### src/csr_pkg.sv
/*
 package for the cpu system/status register block: offsets, field positions,
 reset values, struct carriers and command codes.
 assumes a single core clock domain; nothing here is clocked.
*/
`default_nettype none
package csr_pkg;

   // ==========================================
   // register addresses
   localparam logic [7:0] CSR_ADDR_IRQCTL  = 8'hE6;
   localparam logic [7:0] CSR_ADDR_FLAGS   = 8'hE7;
   localparam logic [7:0] CSR_ADDR_WPZERO  = 8'hE8;
   localparam logic [7:0] CSR_ADDR_WPONE   = 8'hE9;
   localparam logic [3:0] CSR_GROUP_D      = 4'hD;

   // ==========================================
   // reset values
   localparam logic [7:0] CSR_RST_IRQCTL   = 8'h87;
   localparam logic [7:0] CSR_RST_FLAGS    = 8'h00;
   localparam logic [7:0] CSR_RST_WPTR     = 8'h00;

   // ==========================================
   // irq control field positions
   localparam int CSR_IC_RUN   = 7;
   localparam int CSR_IC_TLP   = 6;
   localparam int CSR_IC_TLSEL = 5;
   localparam int CSR_IC_GIE   = 4;
   localparam int CSR_IC_NEST  = 3;
   localparam int CSR_IC_LVL   = 0;
   localparam int CSR_LVL_W    = 3;

   // flag field positions
   localparam int CSR_FL_C   = 7;
   localparam int CSR_FL_Z   = 6;
   localparam int CSR_FL_S   = 5;
   localparam int CSR_FL_V   = 4;
   localparam int CSR_FL_DA  = 3;
   localparam int CSR_FL_H   = 2;
   localparam int CSR_FL_RSV = 1;
   localparam int CSR_FL_DP  = 0;

   // pointer field position
   localparam int CSR_WP_MODE = 2;
   localparam logic [7:0] CSR_WP_MASK = 8'hFC;
   localparam int CSR_WP_BLK  = 3;
   localparam int CSR_BLK_W   = 5;
   localparam logic [2:0] CSR_WP_SINGLE = 3'h0;
   localparam logic [2:0] CSR_WP_TWIN   = 3'h4;

   localparam int CSR_NEST_DEPTH = 7;
   localparam logic [2:0] CSR_LVL_LOWEST = 3'h7;

   // ==========================================
   // core commands that touch the system registers
   typedef enum logic [3:0]
   {
      CSR_CMD_NONE  = 4'b0000,
      CSR_CMD_EI    = 4'b0001,
      CSR_CMD_DI    = 4'b0010,
      CSR_CMD_IRET  = 4'b0011,
      CSR_CMD_SCF   = 4'b0100,
      CSR_CMD_RCF   = 4'b0101,
      CSR_CMD_CCF   = 4'b0110,
      CSR_CMD_SDM   = 4'b0111,
      CSR_CMD_SPM   = 4'b1000,
      CSR_CMD_SRP   = 4'b1001,
      CSR_CMD_SET_LOW_POINTER  = 4'b1010,
      CSR_CMD_SET_HIGH_POINTER  = 4'b1011
   } csr_cmd_e;

   // alu result for flag update
   typedef struct packed
   {
      logic        valid;
      logic        isWord;
      logic        isSub;
      logic [15:0] result;
      logic        carryOut;
      logic        overflow;
      logic        halfCarry;
      logic        writeCarry;
      logic        writeHalf;
   } csr_alu_s;

   // register file access from the core
   typedef struct packed
   {
      logic       wr;
      logic       rd;
      logic       direct;
      logic [7:0] addr;
      logic [7:0] data;
   } csr_reg_s;

   // interrupt controller events
   typedef struct packed
   {
      logic       topReq;
      logic       ack;
      logic       preempt;
      logic [2:0] newLevel;
   } csr_irq_s;

endpackage
`default_nettype wire

### src/csr_flag_stack.sv
/*
 flag save stack: holds the flag copies pushed on interrupt entry.
 assumes the core pushes on acknowledge and pops on interrupt return.
*/
`timescale 1ns/1ps
`default_nettype none
module csr_flag_stack
   import csr_pkg::*;
(
   input  wire logic       clk_sys,
   input  wire logic       reset,
   input  wire logic       push,
   input  wire logic       pop,
   input  wire logic [7:0] pushData,
   output logic      [7:0] topData,
   output logic            empty
);

   // ==========================================
   // storage
   logic [7:0] slot_r [CSR_NEST_DEPTH];
   logic [2:0] depth_r;
   logic [2:0] depth_nxt;
   logic       doPush;
   logic       doPop;

   assign doPush    = push && (depth_r != 3'(CSR_NEST_DEPTH));
   assign doPop     = pop && (depth_r != 3'h0);
   assign depth_nxt = doPush ? depth_r + 3'h1 : (doPop ? depth_r - 3'h1 : depth_r);
   assign empty     = (depth_r == 3'h0);
   assign topData   = empty ? CSR_RST_FLAGS : slot_r[depth_r - 3'h1];

   always_ff @(posedge clk_sys)
   begin
      if (reset)
         depth_r <= 3'h0;
      else
         depth_r <= depth_nxt;
   end

   // slots carry no reset; depth alone defines what is valid
   genvar g;
   generate
      for (g = 0; g < CSR_NEST_DEPTH; g++)
      begin : gSlot
         always_ff @(posedge clk_sys)
         begin
            if (doPush && (depth_r == 3'(g)))
               slot_r[g] <= pushData;
         end
      end
   endgenerate

endmodule
`default_nettype wire

### src/csr_reg_map.sv
/*
 working register address mapping: turns rN references into register file
 addresses from the two pointers, and flags illegal direct access to group d.
 assumes pointer values with reserved bits already zero.
*/
`timescale 1ns/1ps
`default_nettype none
module csr_reg_map
   import csr_pkg::*;
(
   input  wire logic [7:0] wpZero,
   input  wire logic [7:0] wpOne,
   input  wire logic [3:0] workIdx,
   input  wire logic [7:0] directAddr,
   output logic      [7:0] workAddr,
   output logic            directIllegal
);

   // ==========================================
   // block selection
   logic       twinMode;
   logic [4:0] blkZero;
   logic [4:0] blkOne;
   logic [4:0] blkSingle;
   logic [4:0] blkSel;

   assign twinMode  = wpZero[CSR_WP_MODE];
   assign blkZero   = wpZero[CSR_WP_BLK +: CSR_BLK_W];
   assign blkOne    = wpOne[CSR_WP_BLK +: CSR_BLK_W];
   assign blkSingle = {blkZero[4:1], 1'b0};
   assign blkSel    = twinMode ? (workIdx[3] ? blkOne : blkZero)
                               : (blkSingle | {4'h0, workIdx[3]});
   assign workAddr  = {blkSel, workIdx[2:0]};
   assign directIllegal = (directAddr[7:4] == CSR_GROUP_D);

endmodule
`default_nettype wire

### src/csr_sys_regs.sv
/*
 cpu system register block: interrupt control, condition flags and the two
 working register pointers, with flag save stack and working address map.
 assumes the core presents one register access and one command per cycle.
*/
// Operation
// - timer runs when global and local enables set
// - top-level pending set by hardware or write-one
// - masking select chooses mask-only or enable-plus-mask
// - enable clears on acknowledge, sets on return
// - disabled blocks all sources; top-level too when enable-plus-mask selected
// - arbitration mode bit is software written only
// - current level 0 highest, 7 lowest, compared
// - preempted level saved in nested save register
// - flags pushed on interrupt, restored on return
// - carry from top bit; set, clear, invert
// - zero flag set on zero result
// - sign flag equals result top bit
// - overflow flag marks two's-complement range error
// - adjust-kind flag records add or subtract
// - half carry captures bit 3 carry/borrow
// - flag bit 1 reserved, held zero
// - memory-space flag set/cleared by instructions
// - 32 blocks; single and twin pointer modes
// - single mode rounds block down to even
// - twin mode maps low and high halves
// - group d never directly addressable
// - pointer holds block, mode bit, zero bits
`timescale 1ns/1ps
`default_nettype none
module csr_sys_regs
   import csr_pkg::*;
(
   input  wire logic       clk_sys,
   input  wire logic       reset,
   input  wire csr_reg_s   regBus,
   input  wire csr_cmd_e   cmd,
   input  wire logic [7:0] cmdArg,
   input  wire csr_alu_s   alu,
   input  wire csr_irq_s   irqIn,
   input  wire logic       topMaskBit,
   input  wire logic       timerLocalRun,
   input  wire logic       srcReq,
   input  wire logic [2:0] srcLevel,
   input  wire logic [3:0] workIdx,
   output logic      [7:0] regRdata,
   output logic            regErr,
   output logic            timerRun,
   output logic            topAckOk,
   output logic            srcAccept,
   output logic            srcPreempt,
   output logic      [2:0] nestSave,
   output logic            dataSpace,
   output logic      [7:0] workAddr,
   output logic      [7:0] irqCtlOut,
   output logic      [7:0] flagsOut
);

   // ==========================================
   // state
   logic [7:0] irqCtl_r;
   logic [7:0] irqCtl_nxt;
   logic [7:0] flags_r;
   logic [7:0] flags_nxt;
   logic [7:0] wpZero_r;
   logic [7:0] wpZero_nxt;
   logic [7:0] wpOne_r;
   logic [7:0] wpOne_nxt;
   logic [2:0] nestSave_r;
   logic [2:0] nestSave_nxt;
   logic [7:0] regRdata_r;
   logic       regErr_r;
   logic       timerRun_r;
   logic       topAckOk_r;
   logic       srcAccept_r;
   logic       srcPreempt_r;
   logic [7:0] workAddr_r;

   // ==========================================
   // decode
   logic wrIrq;
   logic wrFlags;
   logic wrWp0;
   logic wrWp1;
   logic directIllegal;
   logic [7:0] mapAddr;
   logic [7:0] stackTop;
   logic       stackEmpty;
   logic       isIret;
   logic [2:0] curLevel;
   logic [4:0] argBlock;

   assign wrIrq   = regBus.wr && (regBus.addr == CSR_ADDR_IRQCTL) && !directIllegal;
   assign wrFlags = regBus.wr && (regBus.addr == CSR_ADDR_FLAGS) && !directIllegal;
   assign wrWp0   = regBus.wr && (regBus.addr == CSR_ADDR_WPZERO);
   assign wrWp1   = regBus.wr && (regBus.addr == CSR_ADDR_WPONE);
   assign isIret  = (cmd == CSR_CMD_IRET);
   assign curLevel = irqCtl_r[CSR_IC_LVL +: CSR_LVL_W];
   assign argBlock = cmdArg[CSR_WP_BLK +: CSR_BLK_W];

   // ==========================================
   // interrupt control next value
   // software write first, then hardware events so a set is never lost
   logic [7:0] icSw;
   logic       tlpNxt;

   assign icSw = wrIrq ? regBus.data : irqCtl_r;

   // a direct write of the enable is not guarded; software must quiet requests first

   always_comb
   begin
      irqCtl_nxt = icSw;
      // pending bit: write of one sets, hardware recognition sets, write zero clears
      tlpNxt = wrIrq ? (regBus.data[CSR_IC_TLP] | irqCtl_r[CSR_IC_TLP])
                     : irqCtl_r[CSR_IC_TLP];
      if (wrIrq && !regBus.data[CSR_IC_TLP])
         tlpNxt = 1'b0;
      irqCtl_nxt[CSR_IC_TLP] = tlpNxt | irqIn.topReq;
      if (cmd == CSR_CMD_EI)
         irqCtl_nxt[CSR_IC_GIE] = 1'b1;
      else if (cmd == CSR_CMD_DI)
         irqCtl_nxt[CSR_IC_GIE] = 1'b0;
      if (isIret)
         irqCtl_nxt[CSR_IC_GIE] = 1'b1;
      if (irqIn.ack)
         irqCtl_nxt[CSR_IC_GIE] = 1'b0;
      if (irqIn.ack || irqIn.preempt)
         irqCtl_nxt[CSR_IC_LVL +: CSR_LVL_W] = irqIn.newLevel;
      else if (isIret && irqCtl_r[CSR_IC_NEST])
         irqCtl_nxt[CSR_IC_LVL +: CSR_LVL_W] = nestSave_r;
   end

   // nesting mode bit only moves through icSw, i.e. by software
   assign nestSave_nxt = irqIn.preempt ? curLevel : nestSave_r;

   // ==========================================
   // flag next value
   logic [15:0] res;
   logic        resZero;
   logic        resSign;

   assign res     = alu.isWord ? alu.result : {8'h00, alu.result[7:0]};
   assign resZero = (res == 16'h0000);
   assign resSign = alu.isWord ? alu.result[15] : alu.result[7];

   always_comb
   begin
      flags_nxt = wrFlags ? regBus.data : flags_r;
      if (alu.valid)
      begin
         flags_nxt[CSR_FL_Z] = resZero;
         flags_nxt[CSR_FL_S] = resSign;
         flags_nxt[CSR_FL_V] = alu.overflow;
         if (alu.writeCarry)
            flags_nxt[CSR_FL_C] = alu.carryOut;
         if (alu.writeHalf)
         begin
            flags_nxt[CSR_FL_H]  = alu.halfCarry;
            flags_nxt[CSR_FL_DA] = alu.isSub;
         end
      end
      unique case (cmd)
         CSR_CMD_SCF: flags_nxt[CSR_FL_C] = 1'b1;
         CSR_CMD_RCF: flags_nxt[CSR_FL_C] = 1'b0;
         CSR_CMD_CCF: flags_nxt[CSR_FL_C] = !flags_r[CSR_FL_C];
         CSR_CMD_SDM: flags_nxt[CSR_FL_DP] = 1'b1;
         CSR_CMD_SPM: flags_nxt[CSR_FL_DP] = 1'b0;
         default: ;
      endcase
      if (isIret && !stackEmpty)
         flags_nxt = stackTop;
      flags_nxt[CSR_FL_RSV] = 1'b0;
   end

   // ==========================================
   // pointer next values
   always_comb
   begin
      wpZero_nxt = wrWp0 ? regBus.data : wpZero_r;
      wpOne_nxt  = wrWp1 ? regBus.data : wpOne_r;
      unique case (cmd)
         CSR_CMD_SRP:
         begin
            wpZero_nxt = {argBlock, CSR_WP_SINGLE};
            wpOne_nxt[CSR_WP_MODE] = 1'b0;
         end
         CSR_CMD_SET_LOW_POINTER:
         begin
            wpZero_nxt = {argBlock, CSR_WP_TWIN};
            wpOne_nxt[CSR_WP_MODE] = 1'b1;
         end
         CSR_CMD_SET_HIGH_POINTER:
         begin
            wpOne_nxt = {argBlock, CSR_WP_TWIN};
            wpZero_nxt[CSR_WP_MODE] = 1'b1;
         end
         default: ;
      endcase
      wpZero_nxt = wpZero_nxt & CSR_WP_MASK;
      wpOne_nxt  = wpOne_nxt & CSR_WP_MASK;
   end

   // ==========================================
   // arbitration outputs
   logic topOkNxt;
   logic acceptNxt;
   logic preemptNxt;
   logic runNxt;
   logic errNxt;
   logic readSel;
   logic [7:0] readMux;

   assign topOkNxt = irqCtl_r[CSR_IC_TLSEL] ? (irqCtl_r[CSR_IC_GIE] && topMaskBit)
                                            : topMaskBit;
   assign acceptNxt  = srcReq && irqCtl_r[CSR_IC_GIE];
   assign preemptNxt = acceptNxt && (srcLevel < curLevel);
   assign runNxt     = irqCtl_r[CSR_IC_RUN] && timerLocalRun;
   assign errNxt     = (regBus.rd || regBus.wr) && regBus.direct && directIllegal;
   assign readSel    = regBus.rd;
   assign readMux    = (regBus.addr == CSR_ADDR_IRQCTL) ? irqCtl_r :
                       (regBus.addr == CSR_ADDR_FLAGS)  ? flags_r  :
                       (regBus.addr == CSR_ADDR_WPZERO) ? wpZero_r :
                       (regBus.addr == CSR_ADDR_WPONE)  ? wpOne_r  : 8'h00;

   // ==========================================
   // registers
   // architectural state, split by function so each block stays short
   always_ff @(posedge clk_sys)
   begin
      if (reset)
      begin
         irqCtl_r   <= CSR_RST_IRQCTL;
         nestSave_r <= CSR_LVL_LOWEST;
      end
      else
      begin
         irqCtl_r   <= irqCtl_nxt;
         nestSave_r <= nestSave_nxt;
      end
   end

   always_ff @(posedge clk_sys)
   begin
      if (reset)
         flags_r <= CSR_RST_FLAGS;
      else
         flags_r <= flags_nxt;
   end

   always_ff @(posedge clk_sys)
   begin
      if (reset)
      begin
         wpZero_r <= CSR_RST_WPTR;
         wpOne_r  <= CSR_RST_WPTR;
      end
      else
      begin
         wpZero_r <= wpZero_nxt;
         wpOne_r  <= wpOne_nxt;
      end
   end

   // ==========================================
   // registered outputs
   // the core sees every result one cycle after its request
   always_ff @(posedge clk_sys)
   begin
      if (reset)
      begin
         regRdata_r <= 8'h00;
         regErr_r   <= 1'b0;
      end
      else
      begin
         regRdata_r <= readSel ? readMux : 8'h00;
         regErr_r   <= errNxt;
      end
   end

   always_ff @(posedge clk_sys)
   begin
      if (reset)
      begin
         timerRun_r   <= 1'b0;
         topAckOk_r   <= 1'b0;
         srcAccept_r  <= 1'b0;
         srcPreempt_r <= 1'b0;
      end
      else
      begin
         timerRun_r   <= runNxt;
         topAckOk_r   <= topOkNxt;
         srcAccept_r  <= acceptNxt;
         srcPreempt_r <= preemptNxt;
      end
   end

   always_ff @(posedge clk_sys)
   begin
      if (reset)
         workAddr_r <= 8'h00;
      else
         workAddr_r <= mapAddr;
   end

   // ==========================================
   // outputs
   assign regRdata   = regRdata_r;
   assign regErr     = regErr_r;
   assign timerRun   = timerRun_r;
   assign topAckOk   = topAckOk_r;
   assign srcAccept  = srcAccept_r;
   assign srcPreempt = srcPreempt_r;
   assign nestSave   = nestSave_r;
   assign dataSpace  = flags_r[CSR_FL_DP];
   assign workAddr   = workAddr_r;
   assign irqCtlOut  = irqCtl_r;
   assign flagsOut   = flags_r;

   // ==========================================
   // submodules
   // an ack in the same cycle as iret wins unless the stack is full: it pushes and the pop is dropped
   csr_flag_stack uFlagStack
   (
      .clk_sys  (clk_sys),
      .reset    (reset),
      .push     (irqIn.ack),
      .pop      (isIret),
      .pushData (flags_r),
      .topData  (stackTop),
      .empty    (stackEmpty)
   );

   csr_reg_map uRegMap
   (
      .wpZero        (wpZero_r),
      .wpOne         (wpOne_r),
      .workIdx       (workIdx),
      .directAddr    (regBus.addr),
      .workAddr      (mapAddr),
      .directIllegal (directIllegal)
   );

endmodule
`default_nettype wire

### config.mk
export PLATFORM = sky130hd
export DESIGN_NAME = csr_sys_regs
export DESIGN_NICKNAME = d
export VERILOG_FILES = /design/src/csr_pkg.sv /design/src/csr_flag_stack.sv /design/src/csr_reg_map.sv /design/src/csr_sys_regs.sv
export SDC_FILE = /design/constraint.sdc
export NUM_CORES = 1
export LEC_CHECK = 0
export ABC_CLOCK_PERIOD_IN_PS = 4400
export CAP_MARGIN = 5
export CORE_AREA = 5 5 113 115
export CTS_BUF_LIST = sky130_fd_sc_hd__clkbuf_8 sky130_fd_sc_hd__clkbuf_16
export DETAILED_ROUTE_END_ITERATION = 10
export DIE_AREA = 0 0 118 120
export DONT_BUFFER_PORTS = 1
export RECOVER_POWER = 100
export SYNTH_ARGS = -nofsm -noshare
export SYNTH_HDL_FRONTEND = slang
export SYNTH_SLANG_ARGS = --single-unit
### constraint.sdc
create_clock -name clk_sys -period 4.4 [get_ports clk_sys]
set_clock_uncertainty 0.1 [all_clocks]
set_input_delay 0.22 -clock clk_sys [delete_from_list [all_inputs] [get_ports clk_sys]]
set_output_delay 0.22 -clock clk_sys [all_outputs]
set_load 0.005 [all_outputs]
; ---- Word-level counts from Yosys, hierarchy flattened
; Memory sizes are Yosys's and may differ from the RTL's.
; Cells that the tools add are included.
[word_totals]
reg_bits = 59
mem_bits_rw = 56
inputBits = 73
out_inout_bits = 41
elab_cells = 171
memories = 1
[op_classes]
addsub = 2
n_lt_le_gt_ge = 1
eq_ne = 23
mux = 65
bitwise_logic = 4
n_reduce_logical = 52
[memory_table]
columns = name, depth, word_bits, rd, rd_ports_with_merged_regs, wr, line_no
row1 = uFlagStack.slot_r, 7, 8, 1, 0, 1, csr_flag_stack.sv:21  ; logic [7:0] slot_r [CSR_NEST_DEPTH];
[ops]
columns = cell, n
row1 = two-way mux 8 bit, 15
row2 = OR reduction 8 bit, 6
row3 = == test 8 bit (second input constant), 4
row4 = two-way mux 3 bit, 10
row5 = two-way mux 1 bit, 28
row6 = two-way mux 5 bit, 5
row7 = logical AND 1 bit, 24
row8 = == test 4 bit (second input constant), 5
row9 = == test 4 x 3 -> 1 bit (second input constant), 4
row10 = logical NOT 16 bit, 1
row11 = two-way mux 16 bit, 1
row12 = nonzero test 3 bit, 5
row13 = == test 3 bit (second input constant), 3
row14 = == test 4 x 2 -> 1 bit (second input constant), 2
row15 = nonzero test 4 bit, 2
row16 = OR reduction 2 bit, 4
row17 = == test 3 x 2 -> 1 bit (second input constant), 2
row18 = two-way mux 6 bit, 1
row19 = one-hot mux 1 bit (2 select lines), 3
row20 = nonzero test 2 bit, 3
row21 = OR 5 x 1 -> 5 bit, 1
row22 = == test 4 x 1 -> 1 bit (second input constant), 1
row23 = logical NOT 1 bit, 4
row24 = adder 3 x 1 -> 3 bit (second input constant), 1
row25 = other kinds (10), 12

; ---- Longest topological paths before layout
[logic_depth]
depth_word = 12
ltp_mapped = 10
ltp_nobuf = 6

; ---- Modules after synthesis
; A second synthesis with hierarchy kept.
[unflattened]
cells_unflattened = 431
hier_area_um2 = 5196.2
[modules_own_cells]
columns = module, instances, cells_per_inst, area_each_um2, seq_area_each_um2
row1 = csr_flag_stack, 1, 145, 2577.5, 1741.7
row2 = csr_sys_regs, 1, 274, 2504.9, 1021.0
row3 = csr_reg_map, 1, 12, 113.9, 0.0

; ---- Worst setup path after synthesis
; No wires, ideal clock.
[synth_timing]
kind = flip-flop to flip-flop
from = register uFlagStack.depth_r[0]
to = register flags_r[4] (netlist: flagsOut[4])
arrival_ns = 2.199
slack_ns = 2.000
path_stages_with_launch = 11
synth_period_minus_slack_ns = 2.400
cell_sequence = dfxtp_1 buf_4 buf_2 inv_1 ha_1 buf_2 buf_4 mux4_2 nor2_1 or4_1 o41ai_1
[synth_via]
elab_chain_len = 4
elab_cells_between_ends = 8
classes_between = 1 x add/sub / 2 x mux / 4 x reduce/logical / 1 x memory
[synth_rtl]
columns = item, line_no
row1 = from (decl), csr_flag_stack.sv:22  ; logic [2:0] depth_r;
row2 = from (signal assigned), csr_flag_stack.sv:38  ; depth_r <= depth_nxt;
row3 = subtractor 3 x 1 -> 3 bit / logical NOT 3 bit (equally long branches), "csr_flag_stack.sv:31, csr_flag_stack.sv:30"
row4 = memory read (7 x 8 bit) / logical NOT 1 bit (equally long branches), --
row5 = two-way mux 8 bit / logical AND 1 bit (equally long branches), "csr_flag_stack.sv:31, csr_sys_regs.sv:171"
row6 = two-way mux 8 bit / nonzero test 3 bit (equally long branches), --
row7 = to (signal assigned), csr_sys_regs.sv:248  ; flags_r <= flags_nxt;
row8 = to (decl), csr_sys_regs.sv:63  ; logic [7:0] flags_r;
; Several ways; a longest one is shown, not always the timed one.
; A chain may end at the register's enable or synchronous reset.

; ---- Worst setup path after layout
[layout_timing]
from = register uFlagStack.depth_r[0]
to = memory uFlagStack.slot_r[3][1] (enable)
[layout_via]
elab_chain_len = 12
elab_cells_between_ends = 48
classes_between = 7 x eq/ne / 26 x mux / 15 x reduce/logical
[layout_rtl]
columns = item, line_no
row1 = != test 3 bit, csr_flag_stack.sv:27  ; assign doPush = push && (depth_r != 3'(CSR_NEST_DEPTH));
row2 = logical AND 1 bit, csr_flag_stack.sv:27
row3 = logical AND 1 bit, csr_flag_stack.sv:48  ; if (doPush && (depth_r == 3'(g)))
row4 = two-way mux 1 bit, csr_flag_stack.sv:48
row5 = two-way mux 1 bit (not written as such), csr_flag_stack.sv:49  ; slot_r[g] <= pushData;
row6 = OR reduction 8 bit (no source line), --
row7 = two-way mux 3 bit (no source line) / two-way mux 1 bit (equally long branches) (6 in series), --
row8 = to (decl), csr_flag_stack.sv:21
; Several ways; a longest one is shown, not always the timed one.

==> results.sh <==
export IMPL_cts_made_buffers=9
export IMPL_chipWidth_um=118
export IMPL_syn_area_per_cell_um2=11.7
export IMPL_grt_max_degree=47
export IMPL_multi_input_area_um2=1970
export IMPL_cts_buffer_depth=2
export IMPL_violations="negative hold slack"
export IMPL_worst_slew_pin_slew_ns=1.16
export IMPL_crit_type="flip-flop to flip-flop"
export IMPL_synth_most_common_cell="dfxtp_1"
export IMPL_synth_edf_count=49
export IMPL_fin_nets=509
export IMPL_min_path_type="input port to flip-flop"
export IMPL_seq_area_um2=2550
export IMPL_gp_congestion=0.868
export IMPL_fp_row_count=40
export IMPL_antenna_found_initial=0
export IMPL_cp_startpoint="uFlagStack.depth_r[0]"
export IMPL_outcome="finished with violations"
export IMPL_yosys_area_top_type="edfxtp_1"
export IMPL_syn_to_final_growth_pct=14.3
export IMPL_r2r_slack_ns=1.52
export IMPL_power_density_nw_per_um2=393
export IMPL_r2r_start="uFlagStack.depth_r[0]"
export IMPL_cts_resized=0
export IMPL_rsz0062_at_grt="no"
export IMPL_cts_sinks=103
export IMPL_drc=0
export IMPL_synth_area_um2=4740
export IMPL_vdd_drop_max_uv=175
export IMPL_relSlewSlack_pct=22.3
export IMPL_syn_nets=487
export IMPL_clkSlewWorstSetupHoldPaths_ns=0.07
export IMPL_cts_root_buf="clkbuf_16"
export IMPL_core_area_um2=11700
export IMPL_vias=3424
export IMPL_cpMostUsedCell="ha_1"
export IMPL_finalCritPeriodShare_pct=65.5
export IMPL_cap_violations=0
export IMPL_grt_pass1_vias=3411
export IMPL_via_per_inst=5.91
export IMPL_synth_ff_type="dfxtp_1"
export IMPL_first_iter_violations=262
export IMPL_fin_tns_setup_ns=0
export IMPL_dp_hpwl_um=9150
export IMPL_path_cells="clkbuf_1, ha_1, ha_1, nor2b_1, and2_0"
export IMPL_ys_seq_area_share_pct=53.9
export IMPL_ant_nets=0
export IMPL_cp_slowest_stage_delay_ns=0.57
export IMPL_synth_top_cells_by_count="dfxtp_1 (54), edfxtp_1 (49), nor2_1 (28)"
export IMPL_finalHoldViolations=1
export IMPL_synth_area_leaders="edfxtp_1 (31%), dfxtp_1 (23%), mux4_2 (3.3%), ha_1 (2.4%), mux2i_1 (2.3%)"
export IMPL_die_h_um=120
export IMPL_fin_crit_ns=2.88
export IMPL_routed_wl_um=13000
export IMPL_insertedDiodeCount=0
export IMPL_critPathSlowestCell="and2_0"
export IMPL_grt_pass1_wl_um=19800
export IMPL_dr_pass1_iters=5
export IMPL_crit_required_ns=4.29
export IMPL_reg2reg_to="uFlagStack.slot_r[3][1]"
export IMPL_setup_viol=0
export IMPL_pin_count=114
export IMPL_startpoint_type="flip-flop"
export IMPL_arrival_ns=2.77
export IMPL_fmax_mhz=347
export IMPL_post_cts_buffers=0
export IMPL_initial_core_util_pct=40.4
export IMPL_wl_per_cell_um=22.4
export IMPL_grt_overflow=0
export IMPL_syn_inst=405
export IMPL_cts_tree="built"
export IMPL_fillCellCount=1085
export IMPL_holdBufCountCts=34
export IMPL_layout_drive_gt1_share_pct=9.26
export IMPL_portBuffers=0
export IMPL_ys_async_sr_fraction_pct=0
export IMPL_synth_seq_cells=103
export IMPL_yosys_area_top_type_share_pct=31.1
export IMPL_power_leakage_nw=1.87
export IMPL_clk_insertion_delay_late_ns=0.36
export IMPL_yosys_cell_types_count=62
export IMPL_rr_worst_depth=5
export IMPL_yosys_warnings=0
export IMPL_drv_slew=0
export IMPL_endpoint_kind="flip-flop"
export IMPL_cts_max_level=3
export IMPL_die_area_um2=14200
export IMPL_track_usage_pct=18.0
export IMPL_p_total_w=0.00213
export IMPL_crit_end="uFlagStack.slot_r[3][1]"
export IMPL_whs_ns=-0.0114
export IMPL_cp_max_fo=18
final cells by class:
cell class                 instances  area share (%)
clock buffer                      10            4.62
clock inverter                     6            1.06
inverter                          12           0.832
multi-input combinational        266            36.4
sequential                       103            47.1
tap                              147            3.40
timing repair buffer              35            6.54
worst min path at each step:
stage                     from            to  slack, ns  cells past startpoint
global placement    regBus[13]        regErr       0.19                      1
detailed placement    irqIn[4]  irqCtlOut[4]       0.20                      1
CTS                  regBus[1]  irqCtlOut[1]      0.001                      2
floorplan             irqIn[4]  irqCtlOut[4]       0.19                      1
global route        regBus[10]   regRdata[1]      -0.01                      2
finish              regBus[10]   regRdata[1]      -0.01                      2
power by group:
| group | total, W | internal (W) | switching [W] |
|---|---|---|---|
| Combinational | 0.000234 | 0.000110 | 0.000124 |
| Clock | 0.000815 | 0.000433 | 0.000382 |
| Sequential | 0.00108 | 0.00104 | 0.0000363 |
layer usage:
metal | track usage (%) | wire length, um | vias up
li1 | - | - | 1614
met1 | 21.4 | 5210 | 1642
met2 | 30.7 | 6510 | 141
met3 | 5.84 | 943 | 27
met4 | 6.45 | 313 | 0
met5 | 0 | 0 | -
cells in the final DEF (no fill, tap or decap), types with 4 or more instances in the layout:
cell type,Yosys,layout
nor2b_1,12,12
and3b_1,4,4
a222oi_1,6,6
and3_1,10,10
nor2_1,28,28
nand3b_1,5,5
clkbuf_16,0,10
a211oi_1,12,12
nand2_1,26,26
a31oi_1,11,11
dlygate4sd3_1,0,33
nor3_1,4,5
dfxtp_1,54,54
or4_1,5,5
a22o_1,6,6
nand4_1,6,6
mux4_2,7,7
mux2_2,8,8
a211o_1,4,4
a221oi_1,9,9
inv_1,12,12
ha_1,9,9
o21ai_0,7,7
a221o_1,5,5
a21oi_1,11,11
edfxtp_1,49,49
mux2i_1,11,11
nand3_1,8,8
registers in the layout (all words and copies together) (netlist names):
name / flops
uFlagStack.slot_r: 49
irqCtlOut: 8
regRdata: 8
workAddr: 8
flagsOut: 7
wpOne_r: 6
wpZero_r: 6
nestSave: 3
uFlagStack.depth_r: 3
regErr: 1
srcAccept: 1
srcPreempt: 1
timerRun: 1
topAckOk: 1
worst max-delay path: cells and delay by family, from the launching register on:
family / cells / cell delay, ns
flip-flops: 1 / 0.31
AND/OR/NAND/NOR: 2 / 0.98
adder cells (fa/ha/maj): 2 / 0.66
buffers and inverters: 1 / 0.46
per-stage QoR:
stage / hold slack, ns / worst slack [ns] / utilization, % / cells / instance area (um^2)
after global placement: 0.193 / 1.79 / 40.9 / 529 / 4790
after CTS: 0.00142 / 1.71 / 46.5 / 579 / 5450
after detailed placement: 0.196 / 1.76 / 40.9 / 529 / 4790
final: -0.0114 / 1.52 / 46.2 / 579 / 5410
after floorplan: 0.192 / 2.00 / - / 405 / 4740
after global routing: -0.0115 / 1.28 / 46.2 / 579 / 5410
cells by family (layout without fill, tap and decap cells):
family | Yosys count | after routing | share of synthesized area, %
compound gates | 92 | 92 | 14.7
xor+xnor | 5 | 5 | 0.925
fa+ha+maj | 9 | 9 | 2.38
buf+inv | 36 | 63 | 3.96
flops | 103 | 103 | 53.9
mux | 26 | 26 | 7.56
other cells | 1 | 1 | 0.0792
simple gates | 133 | 133 | 16.5
(Power assumes the default switching activity.)
